`config.mk`:
```
export PLATFORM = sky130hd
export DESIGN_NAME = sfsp_core
export DESIGN_NICKNAME = d
export VERILOG_FILES = /design/src/sfsp_pkg.sv /design/src/sfsp_core.sv
export SDC_FILE = /design/constraint.sdc
export NUM_CORES = 1
export LEC_CHECK = 0
export BUFFER_PORTS_ARGS = -buffer_cell sky130_fd_sc_hd__buf_4
export CAP_MARGIN = 20
export CORE_MARGIN = 2
export CORE_UTILIZATION = 36
export CTS_BUF_LIST = sky130_fd_sc_hd__clkbuf_4 sky130_fd_sc_hd__clkbuf_8
export CTS_CLUSTER_SIZE = 10
export DETAILED_ROUTE_END_ITERATION = 7
export GPL_ROUTABILITY_DRIVEN = 0
export SETUP_SLACK_MARGIN = 0.05
export SYNTH_ARGS = -nofsm -noshare
export SYNTH_HDL_FRONTEND = slang
export SYNTH_SLANG_ARGS = --single-unit
```
`constraint.sdc`:
```
create_clock -name clk_i -period 3.4 [get_ports clk_i]
set_input_delay 0.51 -clock clk_i [delete_from_list [all_inputs] [get_ports clk_i]]
set_output_delay 0.51 -clock clk_i [all_outputs]
set_load 0.02 [all_outputs]
```
`src/sfsp_pkg.sv`:
```
// Operation
// - write_in_progress reads 1 while program, erase or status write runs.
// - write_latch_flag mirrors the latch; clear latch refuses status write, program, erase.
// - protect_range_bits pick the region shielded from program, sector and block erase.
// - protect_range_bits accept new values only outside the hardware-protected state.
// - Full erase runs only with low three range bits and protect_invert zero.
// - Lock mode 00 allows status writes whenever the latch is set, any pin level.
// - Lock mode 01 blocks status writes while the protect pin is low.
// - Lock mode 10 refuses status writes until power cycle, which returns mode 00.
// - Lock mode 11 refuses every later status write permanently; here rst_b_i returns it to mode 00, as for mode 10.
// - quad_io_enable at 1 turns the protect and pause pins into data lines.
// - security_lock defaults 0, once set never clears, making security registers read-only; here rst_b_i clears it to 0.
// - protect_invert combines with protect_range_bits to choose the protected region.
// - high_perf_flag reads 1 while in high performance mode, else 0.
// - suspend_flag is read-only, set by suspend 75H, cleared by resume 7AH or power cycle.
// - Bits move MSB first, sampled on rising serial clock edges after select falls.
// - Every command opens with an 8-bit opcode, then address and data bytes as needed.
// - Reads shift data after the command; host may stop after any bit.
// - Write-type commands execute only if select rises on a multiple of eight clocks.
// - Program cut mid-byte does nothing and leaves write_latch_flag set.
// - Latch sets on write enable; clears on power-up, disable, status write, program, erase.
// - Protect pin low under hardware protection freezes range bits and lock mode.
package sfsp_pkg;
    // ==========================================================
    // Status word layout
    localparam int WIP_POS = 0;
    localparam int WEL_POS = 1;
    localparam int BP_POS = 2;
    localparam int LOCK_LO_POS = 7;
    localparam int LOCK_HI_POS = 8;
    localparam int QE_POS = 9;
    localparam int LB_POS = 10;
    localparam int HPF_POS = 13;
    localparam int CMP_POS = 14;
    localparam int SUS_POS = 15;
    localparam logic [15:0] STATUS_RESET = 16'h0000;
    localparam logic [1:0] LOCK_SOFT = 2'h0;
    localparam logic [1:0] LOCK_PIN = 2'h1;
    // ==========================================================
    // Opcodes
    localparam logic [7:0] OPC_WRITE_ENABLE_CMD = 8'h06;
    localparam logic [7:0] OPC_WRITE_DISABLE_CMD = 8'h04;
    localparam logic [7:0] OPC_RD_LO = 8'h05;
    localparam logic [7:0] OPC_RD_HI = 8'h35;
    localparam logic [7:0] OPC_STATUS_WRITE_CMD = 8'h01;
    localparam logic [7:0] OPC_PROG = 8'h02;
    localparam logic [7:0] OPC_SECT = 8'h20;
    localparam logic [7:0] OPC_BLK32 = 8'h52;
    localparam logic [7:0] OPC_BLK64 = 8'hD8;
    localparam logic [7:0] OPC_CHIP_A = 8'h60;
    localparam logic [7:0] OPC_CHIP_B = 8'hC7;
    localparam logic [7:0] OPC_SUSP = 8'h75;
    localparam logic [7:0] OPC_RESUME = 8'h7A;
    localparam logic [7:0] OPC_DPD = 8'hB9;
    localparam logic [7:0] OPC_WAKE = 8'hAB;
    localparam logic [7:0] OPC_HPM = 8'hA3;
    // ==========================================================
    // Array operation kinds shown on the operation port
    localparam logic [2:0] KIND_PROG = 3'h1;
    localparam logic [2:0] KIND_SECT = 3'h2;
    localparam logic [2:0] KIND_BLK32 = 3'h3;
    localparam logic [2:0] KIND_BLK64 = 3'h4;
    localparam logic [2:0] KIND_CHIP = 3'h5;
    // ==========================================================
    // Busy times in microseconds and derived cycle counts at 25 MHz
    localparam int CLK_MHZ = 25;
    localparam int PROG_TIME_US = 400;
    localparam int ERASE_TIME_US = 2000;
    localparam int SRW_TIME_US = 200;
    localparam int PROG_CYCLES = PROG_TIME_US * CLK_MHZ;
    localparam int ERASE_CYCLES = ERASE_TIME_US * CLK_MHZ;
    localparam int SRW_CYCLES = SRW_TIME_US * CLK_MHZ;
    localparam int BIT_CNT_W = 12;
    localparam int BUSY_CNT_W = 24;
endpackage

```
`src/sfsp_core.sv`:
```
`timescale 1ns/1ps
`default_nettype none
module sfsp_core #(
    parameter int PROG_CYCLES = sfsp_pkg::PROG_CYCLES,
    parameter int ERASE_CYCLES = sfsp_pkg::ERASE_CYCLES,
    parameter int SRW_CYCLES = sfsp_pkg::SRW_CYCLES,
    parameter int BUF_W = 8,
    parameter int BUF_DEPTH = 2
) (
    input wire logic clk_i,
    input wire logic rst_b_i,
    input wire logic ce_i,
    input wire logic sclk_i,
    input wire logic cs_b_i,
    input wire logic si_i,
    input wire logic wp_b_i,
    output logic so_o,
    output logic so_oe_o,
    output logic [15:0] status_word_o,
    output logic op_start_o,
    output logic [2:0] op_kind_o,
    output logic [23:0] op_addr_o,
    output logic [7:0] op_data_o,
    output logic quad_io_enable_o,
    output logic security_lock_o
);
    initial begin
        if (PROG_CYCLES < 1 || ERASE_CYCLES < 1 || SRW_CYCLES < 1 ||
            PROG_CYCLES >= 2 ** sfsp_pkg::BUSY_CNT_W || ERASE_CYCLES >= 2 ** sfsp_pkg::BUSY_CNT_W ||
            SRW_CYCLES >= 2 ** sfsp_pkg::BUSY_CNT_W || BUF_W != 8 || BUF_DEPTH != 2) begin
            $error("sfsp_core: parameter out of range");
        end
    end

    typedef enum logic [1:0] {ENG_IDLE, ENG_BUSY, ENG_SUSP} sfsp_eng_t;

    // ==========================================================
    // Pin synchronisers and edge detection
    logic [1:0] sclk_s, cs_s, si_s, wp_s;
    logic sclk_d, cs_d;
    always_ff @(posedge clk_i or negedge rst_b_i) begin
        if (!rst_b_i) begin
            sclk_s <= 2'h0;
            cs_s <= 2'h3;
            si_s <= 2'h0;
            wp_s <= 2'h3;
            sclk_d <= 1'b0;
            cs_d <= 1'b1;
        end else if (ce_i) begin
            sclk_s <= {sclk_s[0], sclk_i};
            cs_s <= {cs_s[0], cs_b_i};
            si_s <= {si_s[0], si_i};
            wp_s <= {wp_s[0], wp_b_i};
            sclk_d <= sclk_s[1];
            cs_d <= cs_s[1];
        end
    end
    wire selected = ~cs_s[1];
    wire sclk_rise = sclk_s[1] & ~sclk_d & selected;
    wire sclk_fall = ~sclk_s[1] & sclk_d & selected;
    wire cs_rise = cs_s[1] & ~cs_d;

    // ==========================================================
    // Command framing
    logic [sfsp_pkg::BIT_CNT_W-1:0] bit_cnt;
    logic [7:0] shift_in, opcode, data_lo, data_hi, first_data;
    logic [23:0] addr;
    wire [7:0] new_byte = {shift_in[6:0], si_s[1]};
    wire [8:0] byte_idx = bit_cnt[11:3];
    wire byte_done = sclk_rise & (bit_cnt[2:0] == 3'h7);
    wire aligned = (bit_cnt[2:0] == 3'h0);
    wire [8:0] nbytes = bit_cnt[11:3];
    always_ff @(posedge clk_i or negedge rst_b_i) begin
        if (!rst_b_i) begin
            bit_cnt <= '0;
            shift_in <= 8'h00;
            opcode <= 8'h00;
            addr <= 24'h000000;
            data_lo <= 8'h00;
            data_hi <= 8'h00;
            first_data <= 8'h00;
        end else if (ce_i) begin
            // Clearing while deselected stops a stale count from reopening a read at the next select.
            if (!selected) begin
                bit_cnt <= '0;
            end else if (sclk_rise && bit_cnt != '1) begin
                bit_cnt <= bit_cnt + 1'b1;
                shift_in <= new_byte;
            end
            if (byte_done && byte_idx == 9'h000) begin
                opcode <= new_byte;
            end
            if (byte_done && byte_idx >= 9'h001 && byte_idx <= 9'h003) begin
                addr <= {addr[15:0], new_byte};
            end
            if (byte_done && byte_idx == 9'h001) begin
                data_lo <= new_byte;
            end
            if (byte_done && byte_idx == 9'h002) begin
                data_hi <= new_byte;
            end
            if (byte_done && byte_idx == 9'h004) begin
                first_data <= new_byte;
            end
        end
    end

    // ==========================================================
    // Status word and protection decode
    logic write_latch_flag, qe, lb, cmp, high_perf_flag, sus, dpd;
    logic [4:0] bp;
    logic [1:0] lock;
    sfsp_eng_t eng_state;
    logic [sfsp_pkg::BUSY_CNT_W-1:0] busy_cnt;
    logic busy_is_array;
    wire write_in_progress = (eng_state == ENG_BUSY);
    wire [15:0] status_word = {sus, cmp, high_perf_flag, 2'h0, lb, qe, lock, bp, write_latch_flag, write_in_progress};
    wire wp_eff = qe | wp_s[1];
    wire hw_protect = (lock == sfsp_pkg::LOCK_PIN) & ~wp_eff;
    wire sr_write_ok = write_latch_flag & ((lock == sfsp_pkg::LOCK_SOFT) | ((lock == sfsp_pkg::LOCK_PIN) & wp_eff));

    // Returns 1 when the 4 KB unit lies in the protected region.
    function automatic logic unit_protected(input logic [7:0] unit, input logic [4:0] b, input logic inv);
        logic [8:0] n;
        logic hit;
        n = 9'h000;
        if (b[2:0] == 3'h0) begin
            n = 9'h000;
        end else if ((b[2] & b[1]) | (b[2] & b[0] & ~b[4])) begin
            n = 9'h100;
        end else if (!b[4]) begin
            n = 9'(9'h010 << (b[2:0] - 3'h1));
        end else if (b[2]) begin
            n = 9'h008;
        end else begin
            n = 9'(9'h001 << (b[1:0] - 2'h1));
        end
        hit = b[3] ? ({1'b0, unit} < n) : ({1'b0, unit} >= 9'h100 - n);
        return hit ^ inv;
    endfunction
    wire addr_prot = unit_protected(addr[19:12], bp, cmp);

    // ==========================================================
    // Command execution on the rising edge of chip select
    wire idle = (eng_state == ENG_IDLE) & ~dpd;
    wire go = cs_rise & aligned & (nbytes != 9'h000);
    wire op_erase = (opcode == sfsp_pkg::OPC_SECT) | (opcode == sfsp_pkg::OPC_BLK32) |
                    (opcode == sfsp_pkg::OPC_BLK64);
    wire op_chip = (opcode == sfsp_pkg::OPC_CHIP_A) | (opcode == sfsp_pkg::OPC_CHIP_B);
    wire do_write_enable_cmd = go & idle & (opcode == sfsp_pkg::OPC_WRITE_ENABLE_CMD) & (nbytes == 9'h001);
    wire do_write_disable_cmd = go & idle & (opcode == sfsp_pkg::OPC_WRITE_DISABLE_CMD) & (nbytes == 9'h001);
    wire do_srw = go & idle & (opcode == sfsp_pkg::OPC_STATUS_WRITE_CMD) & (nbytes == 9'h002 || nbytes == 9'h003) &
                  sr_write_ok;
    wire do_prog = go & idle & write_latch_flag & (opcode == sfsp_pkg::OPC_PROG) & (nbytes >= 9'h005) & ~addr_prot;
    wire do_erase = go & idle & write_latch_flag & op_erase & (nbytes == 9'h004) & ~addr_prot;
    wire do_chip = go & idle & write_latch_flag & op_chip & (nbytes == 9'h001) & (bp[2:0] == 3'h0) & ~cmp;
    wire do_dpd = go & idle & (opcode == sfsp_pkg::OPC_DPD) & (nbytes == 9'h001);
    wire do_hpm = go & idle & (opcode == sfsp_pkg::OPC_HPM) & (nbytes == 9'h004);
    wire do_wake = cs_rise & (opcode == sfsp_pkg::OPC_WAKE) & (nbytes != 9'h000);
    wire do_susp = cs_rise & ~dpd & (opcode == sfsp_pkg::OPC_SUSP) & (nbytes != 9'h000) & write_in_progress & busy_is_array;
    wire do_resume = cs_rise & ~dpd & (opcode == sfsp_pkg::OPC_RESUME) & (nbytes != 9'h000) &
                     (eng_state == ENG_SUSP);
    wire array_start = do_prog | do_erase | do_chip;
    wire [2:0] next_kind = op_chip ? sfsp_pkg::KIND_CHIP :
                           (opcode == sfsp_pkg::OPC_SECT) ? sfsp_pkg::KIND_SECT :
                           (opcode == sfsp_pkg::OPC_BLK32) ? sfsp_pkg::KIND_BLK32 :
                           (opcode == sfsp_pkg::OPC_BLK64) ? sfsp_pkg::KIND_BLK64 : sfsp_pkg::KIND_PROG;
    wire [sfsp_pkg::BUSY_CNT_W-1:0] next_busy =
        do_prog ? sfsp_pkg::BUSY_CNT_W'(PROG_CYCLES) :
        do_srw ? sfsp_pkg::BUSY_CNT_W'(SRW_CYCLES) : sfsp_pkg::BUSY_CNT_W'(ERASE_CYCLES);

    always_ff @(posedge clk_i or negedge rst_b_i) begin
        if (!rst_b_i) begin
            write_latch_flag <= sfsp_pkg::STATUS_RESET[sfsp_pkg::WEL_POS];
            bp <= sfsp_pkg::STATUS_RESET[sfsp_pkg::BP_POS +: 5];
            lock <= sfsp_pkg::STATUS_RESET[sfsp_pkg::LOCK_HI_POS:sfsp_pkg::LOCK_LO_POS];
            qe <= sfsp_pkg::STATUS_RESET[sfsp_pkg::QE_POS];
            lb <= sfsp_pkg::STATUS_RESET[sfsp_pkg::LB_POS];
            high_perf_flag <= sfsp_pkg::STATUS_RESET[sfsp_pkg::HPF_POS];
            cmp <= sfsp_pkg::STATUS_RESET[sfsp_pkg::CMP_POS];
            sus <= sfsp_pkg::STATUS_RESET[sfsp_pkg::SUS_POS];
            dpd <= 1'b0;
        end else if (ce_i) begin
            if (do_write_enable_cmd) begin
                write_latch_flag <= 1'b1;
            end else if (do_write_disable_cmd || do_srw || array_start) begin
                write_latch_flag <= 1'b0;
            end
            if (do_srw) begin
                bp <= data_lo[6:2];
                lock[0] <= data_lo[7];
            end
            if (do_srw && nbytes == 9'h003) begin
                lock[1] <= data_hi[0];
                qe <= data_hi[1];
                lb <= lb | data_hi[2];
                cmp <= data_hi[6];
            end
            if (do_hpm) begin
                high_perf_flag <= 1'b1;
            end else if (do_wake) begin
                high_perf_flag <= 1'b0;
            end
            if (do_susp) begin
                sus <= 1'b1;
            end else if (do_resume) begin
                sus <= 1'b0;
            end
            if (do_dpd) begin
                dpd <= 1'b1;
            end else if (do_wake) begin
                dpd <= 1'b0;
            end
        end
    end

    // ==========================================================
    // Busy engine behind write_in_progress
    always_ff @(posedge clk_i or negedge rst_b_i) begin
        if (!rst_b_i) begin
            eng_state <= ENG_IDLE;
            busy_cnt <= '0;
            busy_is_array <= 1'b0;
        end else if (ce_i) begin
            case (eng_state)
                ENG_IDLE: begin
                    if (array_start || do_srw) begin
                        eng_state <= ENG_BUSY;
                        busy_cnt <= next_busy;
                        busy_is_array <= array_start;
                    end
                end
                ENG_BUSY: begin
                    if (do_susp) begin
                        eng_state <= ENG_SUSP;
                    end else if (busy_cnt <= 1) begin
                        eng_state <= ENG_IDLE;
                        busy_cnt <= '0;
                    end else begin
                        busy_cnt <= busy_cnt - 1'b1;
                    end
                end
                ENG_SUSP: begin
                    if (do_resume) begin
                        eng_state <= ENG_BUSY;
                    end
                end
                default: begin
                    eng_state <= ENG_IDLE;
                end
            endcase
        end
    end

    // ==========================================================
    // Two-entry buffer between the status source and the output shifter
    logic [BUF_W-1:0] buf_mem [BUF_DEPTH];
    logic buf_wr, buf_rd;
    logic [1:0] buf_cnt;
    logic [2:0] out_bits;
    logic [7:0] out_sh;
    wire reading = selected & (nbytes != 9'h000) &
                   ((opcode == sfsp_pkg::OPC_RD_LO) | (opcode == sfsp_pkg::OPC_RD_HI));
    wire buf_in_ready = (buf_cnt != 2'h2);
    wire buf_in_valid = reading;
    wire buf_out_valid = (buf_cnt != 2'h0);
    wire buf_out_ready = sclk_fall & reading & (out_bits == 3'h0);
    wire push = buf_in_valid & buf_in_ready;
    wire pop = buf_out_valid & buf_out_ready;
    wire [7:0] src_byte = (opcode == sfsp_pkg::OPC_RD_HI) ? status_word[15:8] : status_word[7:0];
    wire [7:0] buf_head = buf_mem[buf_rd];
    always_ff @(posedge clk_i or negedge rst_b_i) begin
        if (!rst_b_i) begin
            buf_mem <= '{default: '0};
            buf_wr <= 1'b0;
            buf_rd <= 1'b0;
            buf_cnt <= 2'h0;
        end else if (ce_i) begin
            if (!selected) begin
                buf_wr <= 1'b0;
                buf_rd <= 1'b0;
                buf_cnt <= 2'h0;
            end else begin
                if (push) begin
                    buf_mem[buf_wr] <= src_byte;
                    buf_wr <= ~buf_wr;
                end
                if (pop) begin
                    buf_rd <= ~buf_rd;
                end
                buf_cnt <= buf_cnt + {1'b0, push} - {1'b0, pop};
            end
        end
    end

    // ==========================================================
    // Output shifter and registered outputs
    always_ff @(posedge clk_i or negedge rst_b_i) begin
        if (!rst_b_i) begin
            out_bits <= 3'h0;
            out_sh <= 8'h00;
            so_o <= 1'b0;
            so_oe_o <= 1'b0;
            status_word_o <= sfsp_pkg::STATUS_RESET;
            op_start_o <= 1'b0;
            op_kind_o <= 3'h0;
            op_addr_o <= 24'h000000;
            op_data_o <= 8'h00;
            quad_io_enable_o <= 1'b0;
            security_lock_o <= 1'b0;
        end else if (ce_i) begin
            if (!selected) begin
                out_bits <= 3'h0;
            end else if (pop) begin
                so_o <= buf_head[7];
                out_sh <= {buf_head[6:0], 1'b0};
                out_bits <= 3'h7;
            end else if (sclk_fall && reading && out_bits != 3'h0) begin
                so_o <= out_sh[7];
                out_sh <= {out_sh[6:0], 1'b0};
                out_bits <= out_bits - 3'h1;
            end
            so_oe_o <= reading;
            status_word_o <= status_word;
            op_start_o <= array_start;
            if (array_start) begin
                op_kind_o <= next_kind;
                op_addr_o <= addr;
                op_data_o <= first_data;
            end
            quad_io_enable_o <= qe;
            security_lock_o <= lb;
        end
    end
endmodule
`default_nettype wire

```
==> reports/metrics.csv <==
stage;metric;value;unit
outcome;outcome;finished, violations left;
outcome;failing checks;setup timing;
sta;Tmin final;3.54;ns
route;DR pass1 iterations;5;
pwr;Sw Ratio;29.6;%
floorplan;Die Y-Extent;171;um
floorplan;Core Area;27600;um2
final_layout;filler instances;2599;
route;Vias;7642;
clocking;H-tree levels;2;
grt;all-layer global routing usage;17.6;%
floorplan;die width;171;um
clocking;CTS tree;built;
logic_synthesis;Syn. warnings;0;
grt;first-pass GRT wire length;41400;um
pwr;VDD IR max;0.000334;V
place;Final HPWL DP;16700;um
route;DRC;0;
sta;Hold WS;0.0561;ns
floorplan;Die Area;29300;um2
place;Cells after DPL;1379;
sta;Setup-failing EPs final;41;
sta;Fin. Hold Viols;0;
floorplan;Initial Utilization;36.4;%
final_layout;P&R area growth vs syn;24.9;%
clocking;Num CTS Buffers;37;
pwr;Leak;5.80;nW
logic_synthesis;Cell variety after synth;77;
grt;pin count of the biggest net entering global routing;90;
grt;initial antenna violation count;0;
grt;Remaining Overflow, GRT;0;
clocking;clk sinks;202;
logic_synthesis;post-synth top area share;49.0;%
logic_synthesis;Synth Instances;937;
logic_synthesis;Synth area leader;dfrtp_1;
worst_setup_path;crit end category;register;
route;Initial DRC Count;318;
worst_setup_path;WP data required;3.80;ns
logic_synthesis;ys async rst share;100;%
pwr;sw power;1.86;mW
place;Setup WS pre-CTS;-0.218;ns
logic_synthesis;Yosys reg bits;202;
clocking;CTS root buf;clkbuf_8;
route;WL/cell;17.0;um
sta;slew at the pin closest to its max-slew limit;0.885;ns
pwr;pwr/cell area;501;nW/um2
pwr;Seq pwr share;45.5;%
logic_synthesis;largest cells by area after synthesis;dfrtp_1, mux2_2, o21ai_0;
clocking;Max clock buf depth;3;
pwr;Combinational Power Share;15.1;%
logic_synthesis;Avg Cell Area, Syn;10.7;um2
sta;clk_skew;0.0189;ns
worst_setup_path;WS Path Type;reg2reg;
sta;crit share post-route;104;%
sta;RSZ-0062 raised after global routing;true;
final_layout;nets;1081;
clocking;Clock Pin Slew Worst Setup and Hold Paths;0.06;ns
sta;Max Slew Vio Count;0;
route;Routed WL;24700;um
route;Via density;5.26;
grt;vias in the first global route;7700;
floorplan;Rows;61;
pwr;Cell Int Power;4.44;mW
worst_hold_path;worst hold path type;in2async;
logic_synthesis;register area share after synthesis;50.3;%
route;post-route ant nets;0;
worst_setup_path;worst-path maximum fanout;32;
final_layout;number of antenna diodes;0;
logic_synthesis;ys flop type;dfrtp_1;
final_layout;fin cells;1454;
pwr;Clock Power Share;39.4;%
logic_synthesis;Mapped Area;10100;um2
sta;setup ws final;-0.139;ns
floorplan;IO Pins;63;
place;IO buf count;60;
run;max_cap viols;0;
worst_setup_path;critical path arrival;3.94;ns
worst_setup_path;Startpoint Class;register;
sta;Slew HR;41.0;%
sta;Peak Freq;283;MHz
final_layout;share of cells above drive strength 1;34.5;%
logic_synthesis;number of flops mapped to enable cells by yosys;0;
clocking;Skew-Pair Late Insertion Delay;0.53;ns
==> cell usage after synthesis (25+ instances only) <==
| cell type | number |
|---|---|
| mux2_1 | 30 |
| mux2_2 | 89 |
| a21oi_1 | 33 |
| inv_1 | 26 |
| nor3_1 | 25 |
| nand2_1 | 79 |
| dfrtp_1 | 197 |
| clkbuf_1 | 27 |
| o21ai_0 | 73 |
| ha_1 | 27 |
| nor2_1 | 68 |
==> kinds of logic (layout without fill, tap and decap cells) <==
logic type | Yosys count | in the layout | share of synthesized area, %
XOR/XNOR | 5 | 5 | 0.435
adder cells (fa/ha/maj) | 27 | 27 | 3.36
AO/OA/AOI/OAI | 189 | 189 | 12.2
flip-flops | 202 | 202 | 50.3
buffers and inverters | 76 | 214 | 3.22
multiplexers | 133 | 133 | 14.7
other | 1 | 2 | 0.0372
AND/OR/NAND/NOR | 304 | 304 | 15.8
==> flip-flops by register name (all words and copies together) (netlist names), 3 cells and up <==
signal	flops
addr	24
bit_cnt	12
bp	5
buf_mem	16
busy_cnt	24
data_hi	4
data_lo	6
first_data	8
op_addr_o	24
op_data_o	8
op_kind_o	3
opcode	8
out_bits	3
out_sh	7
shift_in	7
status_word_o	14
==> layout make-up <==
class	count	area (um2)	share of cell area, %
inverters	27	101	0.806
well taps	378	473	3.76
multi-input cells	660	5170	41.1
clock inverters	10	77.6	0.617
repair buffers	119	965	7.67
flip-flops and latches	202	5060	40.3
clock buffers	58	729	5.80
==> metal layers <==
| layer | part of all wire, % | routed length (um) | global-route usage, % | up-vias |
|---|---|---|---|---|
| met1 | 47 | 11600 | 24.3 | 3766 |
| met4 | 3.3 | 817 | 6.89 | 0 |
| met5 | 0 | 0 | 0 | - |
| met3 | 5.0 | 1240 | 3.68 | 63 |
| li1 | - | - | - | 3621 |
| met2 | 45 | 11100 | 27.0 | 192 |
==> cells in the final DEF (no fill, tap or decap), drive strengths merged, types with 8 or more instances in the layout <==
cell    count
inv        27
o31ai      25
o211ai      8
clkbuf     59
buf       118
nand3      24
dfrtp     197
nor3       26
a21oi      33
a21o        8
nor2       68
clkinv      8
ha         27
nand2      79
mux2i      14
mux2      119
nor4       17
or3         9
nand2b     17
nor2b      14
and3       11
o21ai      76
==> metrics by stage <==
stage / area [um2] / util, % / setup TNS [ns] / power [mW]
detailed placement: 11400 / 41.3 / -6.55 / 3.70
global route: 12600 / 45.5 / -11.47 / 6.65
CTS: 12400 / 44.8 / -3.41 / 6.28
floorplan: 10300 / - / 0 / 3.37
global placement: 11400 / 41.3 / -2.72 / 3.68
finish: 12600 / 45.5 / -3.36 / 6.30
==> final timing paths <==
kind	start	endpoint	slack [ns]	cells after the start
max	bp[1]	op_data_o[0]	-0.14	13
min	rst_b_i	so_o	0.06	1
max reg2reg	bp[1]	op_data_o[0]	-0.14	13
min reg2reg	buf_mem[7]	buf_mem[7]	0.48	2
max in group asynchronous	rst_b_i	op_addr_o[15]	2.52	2
min in group clk_i	cs_b_i	cs_s[0]	0.21	2
==> critical path, stage by stage (launching register included) <==
cell	delay, ns
dfrtp_1	0.41
or2_4	0.27
ha_4	0.16
o21ba_4	0.22
o221ai_4	0.10
and4_1	0.17
a21oi_2	0.11
ha_1	0.26
and3_4	0.20
a2111oi_4	0.43
nor4_4	0.13
o31ai_4	0.30
buf_12	0.26
mux2_2	0.37
==> what timing repair did <==
item                       CTS  global route
gates cloned                 1             0
gates resized for setup     36            35
pin swaps                   10            21
setup endpoints to repair   60            63
buffers inserted             3             2
hold buffers                 0             0
==> power groups by stage <==
stage | Combinational (mW) | Clock (mW) | Sequential, mW
finish | 0.953 | 2.48 | 2.87
CTS | 0.865 | 2.56 | 2.85
floorplan | 0.609 | 0 | 2.76
global placement | 0.801 | 0 | 2.88
global route | 1.07 | 2.68 | 2.90
detailed placement | 0.818 | 0 | 2.88
No activity file was read; power rests on OpenSTA's default activity.
